`src/verilog/mitid_pkg.sv`:
```
// Shared constants and types for the inline macroblock parameter decoder
package mitid_pkg;
  // Register byte offsets
  localparam logic [7:0] ADR_CTRL    = 8'h00;
  localparam logic [7:0] ADR_STATUS  = 8'h04;
  localparam logic [7:0] ADR_MB_INFO = 8'h08;
  localparam logic [7:0] ADR_MB_POS  = 8'h0C;
  localparam logic [7:0] ADR_MV0     = 8'h10;
  localparam logic [7:0] ADR_MV3     = 8'h1C;
  // Control and status fields
  localparam int         CTRL_EN_BIT   = 0;
  localparam logic       CTRL_EN_RST   = 1'b1;
  localparam int         ST_BUSY_BIT   = 0;
  localparam int         ST_KIND_BIT   = 1;
  localparam int         ST_FRAME_BIT  = 2;
  localparam int         ST_MV_BIT     = 3;
  localparam int         ST_CNT_LSB    = 16;
  // First inline dword fields
  localparam int         MT_MSB        = 25;
  localparam int         MT_LSB        = 24;
  localparam int         DCT_BIT       = 21;
  localparam int         BWD_BIT       = 18;
  localparam int         FWD_BIT       = 17;
  localparam int         INTRA_BIT     = 16;
  localparam int         CBP_MSB       = 11;
  localparam int         CBP_LSB       = 6;
  localparam int         ROW_END_BIT   = 3;
  // Second inline dword fields
  localparam int         VPOS_MSB      = 15;
  localparam int         VPOS_LSB      = 8;
  localparam int         HPOS_MSB      = 7;
  localparam int         HPOS_LSB      = 0;
  // Motion vector dword fields, half-sample units
  localparam int         MV_V_MSB      = 31;
  localparam int         MV_V_LSB      = 16;
  localparam int         MV_H_MSB      = 15;
  localparam int         MV_H_LSB      = 0;
  localparam logic signed [15:0] MV_MIN = 16'shF000;
  localparam logic signed [15:0] MV_MAX = 16'sh0FFF;
  // Command dword positions
  localparam logic [3:0] HDR_LAST      = 4'h6;
  localparam logic [3:0] INL_DW0       = 4'h7;
  localparam logic [3:0] INL_DW1       = 4'h8;
  localparam logic [3:0] INL_MV_FIRST  = 4'h9;
  localparam logic [3:0] INL_LAST      = 4'hD;
  localparam logic [15:0] CNT_RST      = 16'h0000;
  // Parser states
  typedef enum logic [1:0] {
    ST_IDLE = 2'b00, ST_HDR = 2'b01, ST_INL = 2'b10, ST_COEF = 2'b11
  } mitid_state_e;
  // Indirect payload kinds
  typedef enum logic [1:0] {
    PK_COEF = 2'b00, PK_OTHER1 = 2'b01, PK_OTHER2 = 2'b10, PK_OTHER3 = 2'b11
  } mitid_payload_e;
  // Decoded prediction kinds
  typedef enum logic [2:0] {
    MK_NONE = 3'b000, MK_FIELD = 3'b001, MK_FRAME = 3'b010,
    MK_16X8 = 3'b011, MK_DUAL = 3'b100, MK_RSVD = 3'b101
  } mitid_motion_e;
endpackage : mitid_pkg

```
`src/verilog/mitid_motion_kind.sv`:
```
// Motion type field to prediction kind translation
`timescale 1ns/10ps
module mitid_motion_kind
  import mitid_pkg::*;
(
  // Raw field and picture kind
  input  wire logic [1:0]    code_i,
  input  wire logic          pic_frame_i,
  input  wire logic          intra_i,
  // Decoded kind
  output mitid_motion_e      kind_o
);
  // Intra blocks never predict, so the code is not looked at
  always_comb
  begin
    kind_o = MK_RSVD;
    if (intra_i)
    begin
      kind_o = MK_NONE;
    end
    else
    begin
      case (code_i)
        2'b01:   kind_o = MK_FIELD;
        2'b10:   kind_o = pic_frame_i ? MK_FRAME : MK_16X8;
        2'b11:   kind_o = MK_DUAL;
        default: kind_o = MK_RSVD;
      endcase
    end
  end
endmodule : mitid_motion_kind

```
`src/verilog/mitid_mv_unpack.sv`:
```
// Splits one motion vector dword into its two components
`timescale 1ns/10ps
module mitid_mv_unpack
  import mitid_pkg::*;
(
  // Packed vector and use flag
  input  wire logic [31:0]   dword_i,
  input  wire logic          used_i,
  // Components, zero when unused
  output logic [15:0]        vert_o,
  output logic [15:0]        horz_o,
  output logic               range_bad_o
);
  logic signed [15:0] vert_raw;  // Vertical, s11.1
  logic signed [15:0] horz_raw;  // Horizontal, s11.1

  // Unused vectors are zeroed so nothing downstream can apply them
  always_comb
  begin
    vert_raw    = dword_i[MV_V_MSB:MV_V_LSB];
    horz_raw    = dword_i[MV_H_MSB:MV_H_LSB];
    vert_o      = used_i ? vert_raw : 16'h0000;
    horz_o      = used_i ? horz_raw : 16'h0000;
    range_bad_o = used_i && (vert_raw < MV_MIN || vert_raw > MV_MAX ||
                             horz_raw < MV_MIN || horz_raw > MV_MAX);
  end
endmodule : mitid_mv_unpack

```
`src/verilog/mitid_decoder.sv`:
```
// Inline macroblock parameter decoder for inverse-transform commands
// How it works
// - Motion type picks field, frame/16x8, dual-prime
// - Bit 21 selects frame or field residual
// - Bit 18 enables backward motion vectors
// - Bit 17 enables forward motion vectors
// - Intra ignores block mask and all vectors
// - Block mask bits 11..6 are Y0..Y3,Cb,Cr
// - Bit 3 of dword zero ends row
// - Row position 15:8, column 7:0, dword one
// - Vectors are signed 16-bit half-sample offsets
// - Four vector dwords: F0 fwd, bwd, F1 fwd, bwd
// - Coefficient payload expected as indirect data; other kinds drained but flagged
// - One command carries exactly one macroblock
// - Seven inline dwords start at dword seven
`timescale 1ns/10ps
module mitid_decoder
  import mitid_pkg::*;
(
  // Clock and reset
  input  wire logic              clk_i,
  input  wire logic              rst_i,
  // Wishbone slave
  input  wire logic              wb_cyc_i,
  input  wire logic              wb_stb_i,
  input  wire logic              wb_we_i,
  input  wire logic [7:0]        wb_adr_i,
  input  wire logic [3:0]        wb_sel_i,
  input  wire logic [31:0]       wb_dat_i,
  output logic [31:0]            wb_dat_o,
  output logic                   wb_ack_o,
  // Command dwords from the streamer
  input  wire logic              dw_valid_i,
  input  wire logic              dw_sop_i,
  input  wire logic [31:0]       dw_data_i,
  output logic                   dw_ready_o,
  // Indirect payload words
  input  wire logic              coef_valid_i,
  input  wire logic              coef_last_i,
  input  wire mitid_payload_e    coef_kind_i,
  output logic                   coef_ready_o,
  // Picture kind
  input  wire logic              pic_frame_i,
  // Decoded macroblock
  output logic                   mb_valid_o,
  output mitid_motion_e          motion_kind_format_o,
  output logic                   field_residual_code_o,
  output logic                   fwd_en_o,
  output logic                   bwd_en_o,
  output logic                   intra_o,
  output logic [5:0]             block_mask_o,
  output logic                   row_end_marker_o,
  output logic [7:0]             mb_row_position_o,
  output logic [7:0]             mb_column_position_o,
  output logic [3:0][15:0]       mv_vert_o,
  output logic [3:0][15:0]       mv_horz_o
);

  ////////////////////////////////////////////////////////////////////////////
  // State record
  typedef struct packed {
    mitid_state_e        st;         // Parser state
    logic [3:0]          idx;        // Index of next command dword
    logic [31:0]         dw0;        // Inline dword zero
    logic [31:0]         dw1;        // Inline dword one
    logic [3:0][31:0]    mv;         // Raw vector dwords
    logic                en;         // Software enable
    logic                kind_err;   // Foreign payload seen
    logic                frame_err;  // Broken command framing
    logic                mv_err;     // Vector out of range
    logic [15:0]         mb_cnt;     // Finished macroblocks
    logic                mb_valid;   // Result pulse
    mitid_motion_e       kind;       // Prediction kind
    logic                field_dct;  // Residual arrangement
    logic                fwd;        // Forward vectors in use
    logic                bwd;        // Backward vectors in use
    logic                intra;      // Intra macroblock
    logic                row_end;    // Last of row
    logic [5:0]          mask;       // Blocks present
    logic [7:0]          row;        // Row position
    logic [7:0]          col;        // Column position
    logic [3:0][15:0]    mv_v;       // Vertical components
    logic [3:0][15:0]    mv_h;       // Horizontal components
    logic                ack;        // Bus answer
    logic [31:0]         rdat;       // Bus read data
  } mitid_core_s;

  mitid_core_s   q_reg;             // Registered state
  mitid_core_s   q_next;            // Next state
  mitid_motion_e kind_dec;          // Decoded kind of stored dword
  logic [3:0][15:0] v_dec;          // Unpacked vertical parts
  logic [3:0][15:0] h_dec;          // Unpacked horizontal parts
  logic [3:0]    mv_bad;            // Range faults per vector
  logic [3:0]    mv_used;           // Vector applied
  logic          dec_intra;         // Intra flag of stored dword
  logic          dec_fwd;           // Forward enable after intra gate
  logic          dec_bwd;           // Backward enable after intra gate
  logic          dw_take;           // Command dword accepted
  logic          coef_take;         // Payload word accepted

  ////////////////////////////////////////////////////////////////////////////
  // Field decoding of the stored inline dwords
  assign dec_intra = q_reg.dw0[INTRA_BIT];
  assign dec_fwd   = q_reg.dw0[FWD_BIT] && !dec_intra;
  assign dec_bwd   = q_reg.dw0[BWD_BIT] && !dec_intra;

  mitid_motion_kind u_kind (
    .code_i      (q_reg.dw0[MT_MSB:MT_LSB]),
    .pic_frame_i (pic_frame_i),
    .intra_i     (dec_intra),
    .kind_o      (kind_dec)
  );

  // Even slots are forward, odd slots backward
  genvar gi;
  generate
    for (gi = 0; gi < 4; gi++)
    begin : g_mv
      assign mv_used[gi] = (gi % 2 == 1) ? dec_bwd : dec_fwd;
      mitid_mv_unpack u_mv (
        .dword_i     (q_reg.mv[gi]),
        .used_i      (mv_used[gi]),
        .vert_o      (v_dec[gi]),
        .horz_o      (h_dec[gi]),
        .range_bad_o (mv_bad[gi])
      );
    end
  endgenerate

  ////////////////////////////////////////////////////////////////////////////
  // Handshakes
  // Commands stall while the payload of the last one drains, which keeps
  // one macroblock per command without any buffer
  assign dw_ready_o   = q_reg.en && (q_reg.st != ST_COEF);
  assign coef_ready_o = (q_reg.st == ST_COEF);
  assign dw_take      = dw_valid_i && dw_ready_o;
  assign coef_take    = coef_valid_i && coef_ready_o;

  ////////////////////////////////////////////////////////////////////////////
  // Next-state logic
  always_comb
  begin
    logic set_kind;
    logic set_frame;
    logic set_mv;
    logic bus_req;
    set_kind   = 1'b0;
    set_frame  = 1'b0;
    set_mv     = 1'b0;
    bus_req    = wb_cyc_i && wb_stb_i && !q_reg.ack;
    q_next     = q_reg;
    q_next.mb_valid = 1'b0;
    // Command parser
    if (dw_take)
    begin
      if (dw_sop_i)
      begin
        // A start inside a command means the old one was cut short
        set_frame  = (q_reg.st != ST_IDLE);
        q_next.st  = ST_HDR;
        q_next.idx = 4'h1;
      end
      else if (q_reg.st == ST_IDLE)
      begin
        set_frame = 1'b1;
      end
      else
      begin
        q_next.idx = q_reg.idx + 4'h1;
        if (q_reg.idx == HDR_LAST)
        begin
          q_next.st = ST_INL;
        end
        if (q_reg.idx == INL_DW0)
        begin
          q_next.dw0 = dw_data_i;
        end
        else if (q_reg.idx == INL_DW1)
        begin
          q_next.dw1 = dw_data_i;
        end
        else if (q_reg.idx >= INL_MV_FIRST && q_reg.idx < INL_LAST)
        begin
          q_next.mv[2'(q_reg.idx - INL_MV_FIRST)] = dw_data_i;
        end
        else if (q_reg.idx == INL_LAST)
        begin
          // Seventh dword carries nothing used here
          q_next.st        = ST_COEF;
          q_next.mb_valid  = 1'b1;
          q_next.kind      = kind_dec;
          q_next.field_dct = q_reg.dw0[DCT_BIT];
          q_next.fwd       = dec_fwd;
          q_next.bwd       = dec_bwd;
          q_next.intra     = dec_intra;
          q_next.mask      = dec_intra ? 6'h00
                             : q_reg.dw0[CBP_MSB:CBP_LSB];
          q_next.row_end   = q_reg.dw0[ROW_END_BIT];
          q_next.row       = q_reg.dw1[VPOS_MSB:VPOS_LSB];
          q_next.col       = q_reg.dw1[HPOS_MSB:HPOS_LSB];
          q_next.mv_v      = v_dec;
          q_next.mv_h      = h_dec;
          set_mv           = |mv_bad;
        end
      end
    end
    // Indirect payload, drained until its last word
    if (coef_take)
    begin
      set_kind = (coef_kind_i != PK_COEF);
      if (coef_last_i)
      begin
        q_next.st     = ST_IDLE;
        q_next.mb_cnt = q_reg.mb_cnt + 16'h0001;
      end
    end
    // Bus answer one cycle after the strobe, dropped the cycle after
    q_next.ack = bus_req;
    q_next.rdat = 32'h0000_0000;
    if (bus_req && wb_we_i && wb_sel_i[0])
    begin
      if (wb_adr_i == ADR_CTRL)
      begin
        q_next.en = wb_dat_i[CTRL_EN_BIT];
      end
      else if (wb_adr_i == ADR_STATUS)
      begin
        // Write one to clear; a same-cycle event is applied after
        if (wb_dat_i[ST_KIND_BIT])  q_next.kind_err  = 1'b0;
        if (wb_dat_i[ST_FRAME_BIT]) q_next.frame_err = 1'b0;
        if (wb_dat_i[ST_MV_BIT])    q_next.mv_err    = 1'b0;
      end
    end
    if (set_kind)  q_next.kind_err  = 1'b1;
    if (set_frame) q_next.frame_err = 1'b1;
    if (set_mv)    q_next.mv_err    = 1'b1;
    // Read decode, unmapped offsets read as zero
    if (bus_req && !wb_we_i)
    begin
      if (wb_adr_i == ADR_CTRL)
      begin
        q_next.rdat[CTRL_EN_BIT] = q_reg.en;
      end
      else if (wb_adr_i == ADR_STATUS)
      begin
        q_next.rdat[ST_BUSY_BIT]  = (q_reg.st != ST_IDLE);
        q_next.rdat[ST_KIND_BIT]  = q_reg.kind_err;
        q_next.rdat[ST_FRAME_BIT] = q_reg.frame_err;
        q_next.rdat[ST_MV_BIT]    = q_reg.mv_err;
        q_next.rdat[31:ST_CNT_LSB] = q_reg.mb_cnt;
      end
      else if (wb_adr_i == ADR_MB_INFO)
      begin
        q_next.rdat[13:0] = {q_reg.mask, q_reg.row_end, q_reg.intra,
                             q_reg.bwd, q_reg.fwd, q_reg.field_dct,
                             q_reg.kind};
      end
      else if (wb_adr_i == ADR_MB_POS)
      begin
        q_next.rdat[15:0] = {q_reg.row, q_reg.col};
      end
      else if (wb_adr_i >= ADR_MV0 && wb_adr_i <= ADR_MV3
               && wb_adr_i[1:0] == 2'b00)
      begin
        q_next.rdat = {q_reg.mv_v[wb_adr_i[3:2]], q_reg.mv_h[wb_adr_i[3:2]]};
      end
    end
  end

  ////////////////////////////////////////////////////////////////////////////
  // State register
  always_ff @(posedge clk_i)
  begin
    if (rst_i)
    begin
      q_reg        <= '0;
      q_reg.st     <= ST_IDLE;
      q_reg.kind   <= MK_NONE;
      q_reg.en     <= CTRL_EN_RST;
      q_reg.mb_cnt <= CNT_RST;
    end
    else
    begin
      q_reg <= q_next;
    end
  end

  ////////////////////////////////////////////////////////////////////////////
  // Outputs, all straight from flip-flops
  assign wb_ack_o              = q_reg.ack;
  assign wb_dat_o              = q_reg.rdat;
  assign mb_valid_o            = q_reg.mb_valid;
  assign motion_kind_format_o  = q_reg.kind;
  assign field_residual_code_o = q_reg.field_dct;
  assign fwd_en_o              = q_reg.fwd;
  assign bwd_en_o              = q_reg.bwd;
  assign intra_o               = q_reg.intra;
  assign block_mask_o          = q_reg.mask;
  assign row_end_marker_o      = q_reg.row_end;
  assign mb_row_position_o     = q_reg.row;
  assign mb_column_position_o  = q_reg.col;
  assign mv_vert_o             = q_reg.mv_v;
  assign mv_horz_o             = q_reg.mv_h;
endmodule : mitid_decoder

```
`config.mk`:
```
export PLATFORM = sky130hd
export DESIGN_NAME = mitid_decoder
export DESIGN_NICKNAME = d
export VERILOG_FILES = /design/src/verilog/mitid_pkg.sv /design/src/verilog/mitid_motion_kind.sv /design/src/verilog/mitid_mv_unpack.sv /design/src/verilog/mitid_decoder.sv
export SDC_FILE = /design/constraint.sdc
export NUM_CORES = 1
export LEC_CHECK = 0
export BUFFER_PORTS_ARGS = -buffer_cell sky130_fd_sc_hd__buf_2
export CELL_PAD_IN_SITES_DETAIL_PLACEMENT = 1
export CELL_PAD_IN_SITES_GLOBAL_PLACEMENT = 1
export CORE_ASPECT_RATIO = 0.8
export CORE_MARGIN = 10
export CORE_UTILIZATION = 46
export CTS_CLUSTER_SIZE = 16
export DETAILED_ROUTE_END_ITERATION = 7
export PLACE_DENSITY = 0.95
export SYNTH_ARGS = -nofsm -noshare
export SYNTH_HDL_FRONTEND = slang
export SYNTH_SLANG_ARGS = --single-unit
```
`constraint.sdc`:
```
create_clock -name clk_i -period 3.4 [get_ports clk_i]
set_input_delay 0.34 -clock clk_i [delete_from_list [all_inputs] [get_ports clk_i]]
set_output_delay 0.34 -clock clk_i [all_outputs]
set_load 0.02 [all_outputs]
```
==> impl_metrics.tcl <==
set metrics [dict create \
    finalSetupViolations 0 \
    synth_compound_area_share_pct 16.3 \
    fmax_mhz 314 \
    place_congestion 0.862 \
    die_w_um 234 \
    drtPass1Iterations 8 \
    clockBufferDepth 3 \
    ys_seq_area_share_pct 44.4 \
    port_buffers 250 \
    post-route-drc-count 0 \
    avgRoutedWirePerCell_um 28.3 \
    r2r_setup_slack_ns 0.21 \
    cts_tree "done" \
    antenna_found_initial 8 \
    rsz0062_at_grt "no" \
    r2r-start "q_reg[405]" \
    p_per_area_nw_per_um2 500 \
    leakagePower_nw 7.11 \
    synthArstFlopShare_pct 0 \
    r2r_cells 8 \
    drtIter0Drc 2060 \
    synth_simple_gate_area_share_pct 14.6 \
    die_area_um2 44900 \
    cp_data_arrival_time_ns 3.64 \
    synth_edf_count 0 \
    die_y_um 192 \
    crit_path_max_fanout 36 \
    io_pins 282 \
    drive_gt1_share_pct 20.3 \
    critPathLaunchType "flip-flop" \
    synth_top_family_by_area "compound AO/OA/AOI/OAI gates" \
    synth_xor_area_share_pct 0.569 \
    synthMuxAreaShare_pct 10.4 \
    nFillCells 4187 \
    start_util_pct 46.9 \
    run_status "finished, final reports clean" \
    crit_path_end_kind "flip-flop" \
    viasPerCell 6.52 \
    synth_top_flop_cell "dfxtp_1" \
    global_route.overflow_total 0 \
    synth_fp_nets 2037 \
    area_growth_pct 8.39 \
    clk_pin_slew_worst_paths_ns 0.07 \
    cts-root-buf "clkbuf_16" \
    grt_pass1_wl_um 101000 \
    grt_pass1_vias 15941 \
    tightest_slew_ns 1.33 \
    hold_viol_final 0 \
    skew_ns 0.0268 \
    timing.final.crit_share_pct 93.8 \
    max_cap_violations 0 \
    drtAntennaViolNets 0 \
    final_cell_area_um2 18300 \
    grtUsageTotal_pct 28.7 \
    grt_max_degree 94 \
    timing.slew.headroom_pct 11.0 \
    path_class "reg2reg" \
    h-tree-depth 2 \
    synth_seq_cells 375 \
    holdCritPathClass "in2reg" \
    place_area_um2 17000 \
    synth_fa_ha_area_share_pct 0.813 \
    cts_hold_buf 0 \
    synth_area_um2 16900 \
    worstSkewPairLatency_ns 0.56 \
    syn_area_per_cell_um2 8.73 \
    netlist_instances 1938 \
    numCtsBuffers 40 \
    hold_depth 3 \
    hpwlAfterDp_um 42000 \
    cts_num_sinks 375 \
    finalNetCount 2008 \
    worst_hold_slack_ns 0.0678 \
    ir_drop_mv 0.314 \
    synth.distinct_cells 52 \
    routed_wl_um 68500 \
    ys_warn_count 0 \
    cts_resized 0 \
    final.min_clock_period_ns 3.19 \
    fin_tns_setup_ns 0 \
    core_um2 36100 \
    worstPathRequired_ns 3.85 \
    num_vias 15763 \
    row_count 62 \
    post_cts_buffers 0 \
    hp-start "dw_data_i[22]" \
    slew_viol_final 0 \
]
[power by group]
part	switching, mW	leakage [nW]	total [mW]	internal, mW
combinational	0.287	3.46	0.363	0.0756
clock	1.88	0.637	4.41	2.53
sequential	0.00443	3.02	4.40	4.40
total	2.17	7.11	9.18	7.01
[cell usage after synthesis (11+ instances only)]
cell type    n  area share [%]
nand2_1    144             3.2
o21ai_1     79             2.3
mux4_2      32             4.3
a22oi_1     12            0.53
buf_4      185             8.2
nand2b_1    11            0.41
inv_1       36            0.80
o21ai_0    148             4.4
dfxtp_1    375              44
nor2_1      32            0.71
ha_1        11            0.81
clkbuf_1   118             2.6
buf_2       36             1.1
nand3_1    219             6.5
mux2i_1    100             5.9
a21oi_1    230             6.8
o2bb2ai_1   17            0.88
nor3_1      19            0.56
buf_1       13            0.29
nor4_1      14            0.52
[per-stage QoR]
step	power (mW)	cells	setup WS (ns)	util (%)
finish	9.18	2418	0.211	50.8
global route	9.36	2417	0.188	50.8
CTS	9.13	2412	0.415	50.8
detailed placement	4.83	2347	0.560	47.2
global placement	4.82	2347	0.741	47.2
floorplan	4.69	1938	1.06	-
[cell type report]
type | instances | area, µm² | area share (%)
clock inverter | 7 | 71.3 | 0.389
tap | 480 | 601 | 3.27
inverter | 38 | 144 | 0.785
sequential | 375 | 7510 | 40.9
multi-input combinational | 1173 | 7260 | 39.6
antenna | 6 | 15.0 | 0.0819
clock buffer | 58 | 1210 | 6.60
timing repair buffer | 281 | 1530 | 8.36
[cells in the final DEF, fill, tap and decap left out, drive strengths merged, types with 5 or more instances in the layout]
| cell type | n |
|---|---|
| o31ai | 6 |
| and3 | 6 |
| mux4 | 32 |
| clkbuf | 58 |
| nand3 | 219 |
| mux2i | 100 |
| dfxtp | 375 |
| nand2b | 11 |
| nand4 | 10 |
| buf | 281 |
| clkinv | 7 |
| and4 | 9 |
| inv | 37 |
| nor3 | 19 |
| o22ai | 5 |
| or4 | 7 |
| o2bb2ai | 17 |
| o21ai | 227 |
| a21oi | 230 |
| a22oi | 12 |
| nor4 | 16 |
| nor2 | 32 |
| xnor2 | 9 |
| diode | 6 |
| or3 | 7 |
| nand4b | 7 |
| nand2 | 144 |
| ha | 11 |
[cell families after synthesis]
kind of cell	count (synthesis)
AO/OA/AOI/OAI	515
AND/OR/NAND/NOR	501
buffers and inverters	390
flip-flops	375
multiplexers	135
XOR/XNOR	11
adder cells (fa/ha/maj)	11
[critical path, stage by stage, from the launching register on]
cell and delay [ns]:
dfxtp_1 0.49, inv_1 0.15, ha_1 0.25, buf_4 0.31
nor2b_1 0.22, o31ai_1 0.50, and3_2 0.57, buf_12 0.30
mux2i_1 0.28
[metal layers]
metal / global-route usage [%] / share of wire, % / wire length, µm
met4: 14.3 / 5.1 / 3520
met3: 8.85 / 13 / 8690
met1: 35.7 / 37 / 25600
met5: 0 / 0.039 / 27
met2: 44.3 / 45 / 30600
[worst max-delay path by stage]
stage	from	end
after CTS	q_reg[404]	flip-flop
after floorplan	dw_sop_i	flip-flop
after detailed placement	q_reg[404]	flip-flop
final	q_reg[405]	flip-flop
after global placement	q_reg[404]	flip-flop
after global routing	q_reg[405]	flip-flop
Power figures use the tool's default switching activity.
